$ cat src/snc_regs.svh
`ifndef SNC_REGS_SVH
`define SNC_REGS_SVH

// register offsets on the serial register port
`define SNC_ADDR_CONFIG 8'h09
`define SNC_ADDR_CTRL 8'h0a

// reset values
`define SNC_CONFIG_RST 8'h00
`define SNC_CTRL_RST 8'h00

// snapshot_config fields
`define SNC_CFG_FRAMES_MSB 7
`define SNC_CFG_FRAMES_LSB 6
`define SNC_CFG_SHUTTER 5
`define SNC_CFG_SYNC_POL 4
`define SNC_CFG_LEVEL_MODE 2
`define SNC_CFG_EDGE_SEL 1
`define SNC_CFG_INT_POL 0
// reserved bit 3 reads as zero
`define SNC_CFG_WMASK 8'hf7

// snapshot_control_status fields
`define SNC_CTL_INT_EN 7
`define SNC_CTL_TRIG_FLAG 6
`define SNC_CTL_DONE_FLAG 5
`define SNC_CTL_HOST_MODE 4
`define SNC_CTL_SYNC 3
`define SNC_CTL_BUSY 2
`define SNC_CTL_SOFT_TRIG 1
`define SNC_CTL_GO 0

// exposure frame counter
`define SNC_CNT_ZERO 2'h0
`define SNC_CNT_ONE 2'h1

`endif

$ cat src/snc_pkg.sv
package snc_pkg;

    typedef enum logic [1:0] {
        SNC_IDLE,
        SNC_ALIGN,
        SNC_EXPOSE,
        SNC_READOUT
    } snc_state_t;

    typedef struct packed {
        snc_state_t state;
        logic [1:0] frame_cnt;
        logic [7:0] config_reg;
        logic int_en;
        logic host_mode;
        logic go;
        logic [7:0] rdata;
    } snc_ctrl_t;

    typedef struct packed {
        logic prev;
        logic primed;
    } snc_trig_t;

    typedef struct packed {
        logic trig_flag;
        logic done_flag;
        logic irq;
    } snc_irq_t;

endpackage

$ cat src/snc_trig_det.sv
`timescale 1ns/1ps
module snc_trig_det
    import snc_pkg::*;
(
    input wire logic sys_clk_i,
    input wire logic sys_rst_i,
    input wire logic pin_i,
    input wire logic soft_i,
    input wire logic edge_sel_i,
    input wire logic level_mode_i,
    output logic event_o,
    output logic active_o
);

    snc_trig_t s_q;
    snc_trig_t s_d;
    logic edge_hit;

    always_comb
    begin
        s_d = s_q;
        s_d.prev = pin_i;
        s_d.primed = 1'b1;
    end

    always_ff @(posedge sys_clk_i)
    begin
        if (sys_rst_i)
        begin
            s_q <= '0;
        end
        else
        begin
            s_q <= s_d;
        end
    end

    // edge select
    assign active_o = edge_sel_i ? pin_i : ~pin_i;
    // no edge before the first sample, avoids a false edge out of reset
    assign edge_hit = s_q.primed & (edge_sel_i ? (pin_i & ~s_q.prev) : (~pin_i & s_q.prev));
    // soft trigger acts as a pin event
    assign event_o = (level_mode_i ? active_o : edge_hit) | soft_i;

endmodule

$ cat src/snc_irq_gen.sv
`timescale 1ns/1ps
module snc_irq_gen
    import snc_pkg::*;
(
    input wire logic sys_clk_i,
    input wire logic sys_rst_i,
    input wire logic int_en_i,
    input wire logic polarity_i,
    input wire logic set_trig_i,
    input wire logic set_done_i,
    input wire logic clear_i,
    output logic trig_flag_o,
    output logic done_flag_o,
    output logic irq_o
);

    snc_irq_t s_q;
    snc_irq_t s_d;

    always_comb
    begin
        s_d = s_q;
        // causes gated by enable
        // clear on read, a new event wins
        s_d.trig_flag = (s_q.trig_flag & ~clear_i) | (set_trig_i & int_en_i);
        // clear on read, a new event wins
        s_d.done_flag = (s_q.done_flag & ~clear_i) | (set_done_i & int_en_i);
        // level while enabled and a cause pending
        s_d.irq = (int_en_i & (s_d.trig_flag | s_d.done_flag)) ^ polarity_i;
    end

    always_ff @(posedge sys_clk_i)
    begin
        if (sys_rst_i)
        begin
            s_q <= '0;
        end
        else
        begin
            s_q <= s_d;
        end
    end

    assign trig_flag_o = s_q.trig_flag;
    assign done_flag_o = s_q.done_flag;
    // polarity applied before the register, so irq_o follows a polarity change one cycle later
    assign irq_o = s_q.irq;

endmodule

$ cat src/snc_snapshot_ctrl.sv
`timescale 1ns/1ps
`include "snc_regs.svh"
// Behaviour
// without shutter, wait frames_before_readout code plus one frames.
// external_shutter_select chooses shutter or shutterless sequence.
// shutter_sync_polarity set makes sync output active low.
// trigger_level_mode set repeats sequences while trigger stays active. The code does not repeat in host-controlled mode.
// trigger_level_mode clear runs one sequence per trigger pulse.
// trigger_edge_select set means rising edge, clear means falling.
// int_output_polarity set makes interrupt output active low.
// no snapshot interrupt unless capture_int_enable is set.
// trigger_cause_flag marks trigger interrupts, cleared by reading.
// readout_done_flag marks readout completion, cleared by reading.
// host-controlled mode: trigger only interrupts, host starts with go.
// automatic mode starts the sequence at once on a trigger.
// sync_required_status mirrors the sync output event.
// readout_busy_status reads 1 throughout snapshot readout.
// soft_trigger write acts like a trigger pin event.
// host_capture_go launches a sequence in host-controlled mode.
// interrupt active while enabled and any cause flag set.
// triggers arriving during a sequence are dropped, not queued.
module snc_snapshot_ctrl
    import snc_pkg::*;
(
    input wire logic sys_clk_i,
    input wire logic sys_rst_i,
    input wire logic [7:0] reg_addr_i,
    input wire logic reg_wr_i,
    input wire logic reg_rd_i,
    input wire logic [7:0] reg_wdata_i,
    output logic [7:0] reg_rdata_o,
    input wire logic trigger_i,
    input wire logic frame_start_i,
    output logic ext_sync_o,
    output logic readout_busy_o,
    output logic irq_o
);

    snc_ctrl_t s_q;
    snc_ctrl_t s_d;

    logic wr_cfg;
    logic wr_ctl;
    logic rd_ctl;
    logic soft_trig;
    logic trig_evt;
    logic trig_active;
    logic trig_flag;
    logic done_flag;
    logic start_seq;
    logic accept_trig;
    logic seq_done;
    logic sync_int;
    logic busy_int;
    logic [1:0] frames_target;

    logic cfg_shutter;
    logic cfg_sync_pol;
    logic cfg_level;
    logic cfg_edge;
    logic cfg_int_pol;

    function automatic logic hit(input logic [7:0] addr, input logic [7:0] target);
        hit = (addr == target);
    endfunction

    assign wr_cfg = reg_wr_i & hit(reg_addr_i, `SNC_ADDR_CONFIG);
    assign wr_ctl = reg_wr_i & hit(reg_addr_i, `SNC_ADDR_CTRL);
    assign rd_ctl = reg_rd_i & hit(reg_addr_i, `SNC_ADDR_CTRL);
    // write-one pulse, never stored
    assign soft_trig = wr_ctl & reg_wdata_i[`SNC_CTL_SOFT_TRIG];

    assign cfg_shutter = s_q.config_reg[`SNC_CFG_SHUTTER];
    assign cfg_sync_pol = s_q.config_reg[`SNC_CFG_SYNC_POL];
    assign cfg_level = s_q.config_reg[`SNC_CFG_LEVEL_MODE];
    assign cfg_edge = s_q.config_reg[`SNC_CFG_EDGE_SEL];
    assign cfg_int_pol = s_q.config_reg[`SNC_CFG_INT_POL];

    snc_trig_det u_trig (
        .sys_clk_i(sys_clk_i),
        .sys_rst_i(sys_rst_i),
        .pin_i(trigger_i),
        .soft_i(soft_trig),
        .edge_sel_i(cfg_edge),
        .level_mode_i(cfg_level),
        .event_o(trig_evt),
        .active_o(trig_active)
    );

    // only an idle controller takes a trigger
    assign accept_trig = trig_evt & (s_q.state == SNC_IDLE);
    // automatic start on trigger
    // host mode waits for go
    // go launches from idle in host mode
    assign start_seq = (s_q.state == SNC_IDLE) &
                       (s_q.host_mode ? s_q.go : trig_evt);

    // shutterless wait is code plus one frames
    // shutter sequence exposes for one frame only
    assign frames_target = cfg_shutter ? `SNC_CNT_ZERO :
                           s_q.config_reg[`SNC_CFG_FRAMES_MSB:`SNC_CFG_FRAMES_LSB];

    assign seq_done = (s_q.state == SNC_READOUT) & frame_start_i;
    // sync event during exposure
    assign sync_int = (s_q.state == SNC_EXPOSE);
    // busy through readout
    assign busy_int = (s_q.state == SNC_READOUT);

    snc_irq_gen u_irq (
        .sys_clk_i(sys_clk_i),
        .sys_rst_i(sys_rst_i),
        .int_en_i(s_q.int_en),
        .polarity_i(cfg_int_pol),
        .set_trig_i(accept_trig),
        .set_done_i(seq_done),
        .clear_i(rd_ctl),
        .trig_flag_o(trig_flag),
        .done_flag_o(done_flag),
        .irq_o(irq_o)
    );

    always_comb
    begin
        s_d = s_q;
        if (wr_cfg)
        begin
            s_d.config_reg = reg_wdata_i & `SNC_CFG_WMASK;
        end
        if (wr_ctl)
        begin
            s_d.int_en = reg_wdata_i[`SNC_CTL_INT_EN];
            s_d.host_mode = reg_wdata_i[`SNC_CTL_HOST_MODE];
            s_d.go = reg_wdata_i[`SNC_CTL_GO];
        end
        unique case (s_q.state)
            SNC_IDLE:
            begin
                if (start_seq)
                begin
                    s_d.state = SNC_ALIGN;
                    s_d.go = 1'b0;
                end
            end
            // exposure starts on a frame boundary
            SNC_ALIGN:
            begin
                if (frame_start_i)
                begin
                    s_d.state = SNC_EXPOSE;
                    s_d.frame_cnt = `SNC_CNT_ZERO;
                end
            end
            SNC_EXPOSE:
            begin
                if (frame_start_i)
                begin
                    if (s_q.frame_cnt == frames_target)
                    begin
                        s_d.state = SNC_READOUT;
                    end
                    else
                    begin
                        s_d.frame_cnt = s_q.frame_cnt + `SNC_CNT_ONE;
                    end
                end
            end
            SNC_READOUT:
            begin
                if (frame_start_i)
                begin
                    // back to back in automatic mode while the pin holds its level
                    // pulse mode ends after one sequence
                    if (cfg_level & trig_active & ~s_q.host_mode)
                    begin
                        s_d.state = SNC_EXPOSE;
                        s_d.frame_cnt = `SNC_CNT_ZERO;
                    end
                    else
                    begin
                        s_d.state = SNC_IDLE;
                    end
                end
            end
        endcase
        s_d.rdata = 8'h00;
        if (reg_rd_i & hit(reg_addr_i, `SNC_ADDR_CONFIG))
        begin
            s_d.rdata = s_q.config_reg;
        end
        else if (rd_ctl)
        begin
            s_d.rdata[`SNC_CTL_INT_EN] = s_q.int_en;
            s_d.rdata[`SNC_CTL_TRIG_FLAG] = trig_flag;
            s_d.rdata[`SNC_CTL_DONE_FLAG] = done_flag;
            s_d.rdata[`SNC_CTL_HOST_MODE] = s_q.host_mode;
            s_d.rdata[`SNC_CTL_SYNC] = sync_int;
            s_d.rdata[`SNC_CTL_BUSY] = busy_int;
            s_d.rdata[`SNC_CTL_GO] = s_q.go;
        end
    end

    always_ff @(posedge sys_clk_i)
    begin
        if (sys_rst_i)
        begin
            s_q.state <= SNC_IDLE;
            s_q.frame_cnt <= `SNC_CNT_ZERO;
            s_q.config_reg <= `SNC_CONFIG_RST;
            s_q.int_en <= 1'b0;
            s_q.host_mode <= 1'b0;
            s_q.go <= 1'b0;
            s_q.rdata <= 8'h00;
        end
        else
        begin
            s_q <= s_d;
        end
    end

    assign reg_rdata_o = s_q.rdata;
    // sync pin polarity
    assign ext_sync_o = sync_int ^ cfg_sync_pol;
    assign readout_busy_o = busy_int;
endmodule

$ cat config.mk
export PLATFORM = sky130hd
export DESIGN_NAME = snc_snapshot_ctrl
export DESIGN_NICKNAME = d
export VERILOG_FILES = /design/src/snc_pkg.sv /design/src/snc_trig_det.sv /design/src/snc_irq_gen.sv /design/src/snc_snapshot_ctrl.sv
export VERILOG_INCLUDE_DIRS = /design/src
export SDC_FILE = /design/constraint.sdc
export NUM_CORES = 1
export LEC_CHECK = 0
export BUFFER_PORTS_ARGS = -buffer_cell sky130_fd_sc_hd__buf_4
export CORE_MARGIN = 1.5
export CORE_UTILIZATION = 46
export DETAILED_ROUTE_END_ITERATION = 16
export HOLD_SLACK_MARGIN = 0.03
export PLACE_DENSITY = 0.74
export SLEW_MARGIN = 0
export SYNTH_ARGS = -nofsm -noshare
export SYNTH_HDL_FRONTEND = slang
export SYNTH_SLANG_ARGS = --single-unit
$ cat constraint.sdc
create_clock -name sys_clk_i -period 2.1 [get_ports sys_clk_i]
set_input_delay 0.63 -clock sys_clk_i [delete_from_list [all_inputs] [get_ports sys_clk_i]]
set_output_delay 0.63 -clock sys_clk_i [all_outputs]
set_load 0.02 [all_outputs]
==> results.tsv <==
metric	value	unit
synth_cell_types	39	
cts_root_buffer	clkbuf_4	
place_ws	-0.1896	ns
syn_area	1271	um2
cts_tree	yes	
power_density	520.1	nW/um2
antenna_found_initial	0	
p_int	623.4	uW
worstHoldPathType	register to register	
clock-sinks	27	
slowest_stage	dfxtp_1	
start_util	0.4995	
outcome	complete, no violations	
synth_nets	162	
postCtsSetupBuffers	0	
nets	195	
power_frac_clock	0.280	
grt_max_degree	27	
ant_nets	0	
drt-initial-drc-count	25	
drt-total-wl	2582	um
synth_largest_area_cell	dfxtp_1	
sw_frac_of_total	0.2318	
synth_most_common_cell	dfxtp_1	
dr.pass1.iters	5	
finalCritPeriodShare	0.9303	
vias_per_cell	5.599	
grt_pass1_vias	988	
dp_hpwl	1963	um
worst_skew_pair.late_latency	0.33	ns
diodes	0	
final_max_slew_viol_count	0	
setup_violations	0	
tightest_slew	0.2917	ns
p_comb_frac	0.079	
startpoint_type	register	
place_area	1530	um2
yosysSeqAreaShare	0.4252	
p_sw	188.1	uW
critPathCaptureType	output port	
leakagePower	0.6541	nW
yosys_warnings	0	
dieArea	3088	um2
coreArea	2545	um2
post_cts_resized	0	
clock_path_buffers	2	
whs	0.5167	ns
yosys_register_bits	27	
required	1.47	ns
portBuffers	31	
numCtsBuffers	3	
worst_slack	0.1463	ns
gp_congestion	0.8305	
fin_skew	0.01193	ns
rsz0062_at_grt	no	
stdcell_area	1560	um2
seqPwrFrac	0.640	
fin_crit	1.954	ns
async_flop_share	0	
drv_cap	0	
synth_commonest_cells	dfxtp_1 (27), nor2_1 (18), nand2_1 (10)	
drc_errors	0	
synthFlopType	dfxtp_1	
critical_path_class	register to output port	
cp_data_arrival_time	1.32	ns
max_stage_delay	0.51	ns
rows	18	
path_max_fanout	9	
crit_path_cell_trace	nand2b_1, xnor2_1, buf_4	
final_cell_count_no_fill	202	
io_pins	33	
p_total	811.5	uW
synth-edff-count	0	
die_y	55.57	um
hold_viol	0	
h-tree-depth	1	
fp.dieW	55.57	um
synth.top_cell.area_share	0.4252	
grt_overflow	0	
ir_drop	362.7	uV
synth.area.top_cells	dfxtp_1 (43%), mux2i_1 (5.5%), nor2_1 (5.3%)	
area_delta_synth_final	22.74	%
hold_buffers	0	
place_inst	198	
track_usage	0.1701	
layout-drive-gt1-share	0.2965	
syn_inst	140	
avgRoutedWirePerCell	12.78	um
slew-limit-headroom	0.8047	
max_freq	511.8	MHz
grt_first_pass_wirelength	4236	um
via_count	1131	
path_clk_slew	0.15	ns
syn_area_per_cell	9.080	um2
[per-stage QoR]
step | utilization | TNS, ns
detailed placement | 0.6013 | -0.3222
global route | 0.6131 | 0
finish | 0.6131 | 0
global placement | 0.6013 | -0.2402
CTS | 0.6131 | 0
floorplan | - | -0.02593
[final timing paths]
| path | from | end | slack (ns) | cells after the start |
|---|---|---|---|---|
| setup / recovery | s_q[21]$_SDFFE_PP0P_ | ext_sync_o | 0.15 | 3 |
| hold / removal | u_irq.done_flag_o$_SDFF_PP0_ | u_irq.done_flag_o$_SDFF_PP0_ | 0.52 | 2 |
| setup reg to reg | cfg_edge$_SDFFE_PP0P_ | u_irq.irq_o$_SDFF_PP0_ | 0.37 | 5 |
| hold reg to reg | u_irq.done_flag_o$_SDFF_PP0_ | u_irq.done_flag_o$_SDFF_PP0_ | 0.52 | 2 |
[cell type report]
type,count,area [um2]
fillers,231,984.7
multi-input cells,98,644.4
flip-flops and latches,27,540.5
repair buffers,39,292.8
well taps,30,37.54
clock buffers,3,22.52
inverters,4,15.01
clock inverters,1,7.507
[sequential cells by signal, indices dropped and copies added, names as in the netlist]
register,flops
u_irq.irq_o,1
cfg_int_pol,1
s_q,9
cfg_shutter,1
u_irq.trig_flag_o,1
u_irq.done_flag_o,1
u_trig.s_q,2
cfg_sync_pol,1
reg_rdata_o,8
cfg_edge,1
cfg_level,1
[critical path, delay by kind of cell, from the launching register on]
family,cells,cell delay [ns]
and+or+nand+nor,1,0.20
xor gates and xnor gates,1,0.13
DFF,1,0.51
buffers and inverters,1,0.16
[cells in the final DEF (no fill, tap or decap), types with 3 or more instances in the layout]
master,count
nand3_1,3
a21oi_1,8
nor3_1,3
buf_4,39
inv_1,4
nand2b_1,3
o211ai_1,3
nor2b_1,4
a22oi_1,6
nand2_1,10
xnor2_1,3
mux2i_1,7
nor2_1,18
clkbuf_4,3
dfxtp_1,27
[power groups by stage]
stage | clock network [mW] | logic, mW | registers, mW
floorplan | 0 | 0.0248 | 0.529
global placement | 0 | 0.0628 | 0.530
detailed placement | 0 | 0.0644 | 0.531
CTS | 0.234 | 0.0645 | 0.520
global route | 0.260 | 0.0699 | 0.520
finish | 0.228 | 0.0644 | 0.520
[routing by layer]
metal  up-vias  track usage  wire length, um
met1       514       0.2292             1181
met4         0      0.07666               54
met3         6      0.03023              166
met2        53       0.2653             1180
met5         -            0                0
li1        558            -                -
[cell families after synthesis]
logic type             synth area share
XOR/XNOR                        0.02067
AND/OR/NAND/NOR                  0.2667
multiplexers                    0.07284
buffers and inverters           0.06791
flip-flops                       0.4252
AO/OA/AOI/OAI                    0.1467
(Power assumes the default switching activity.)
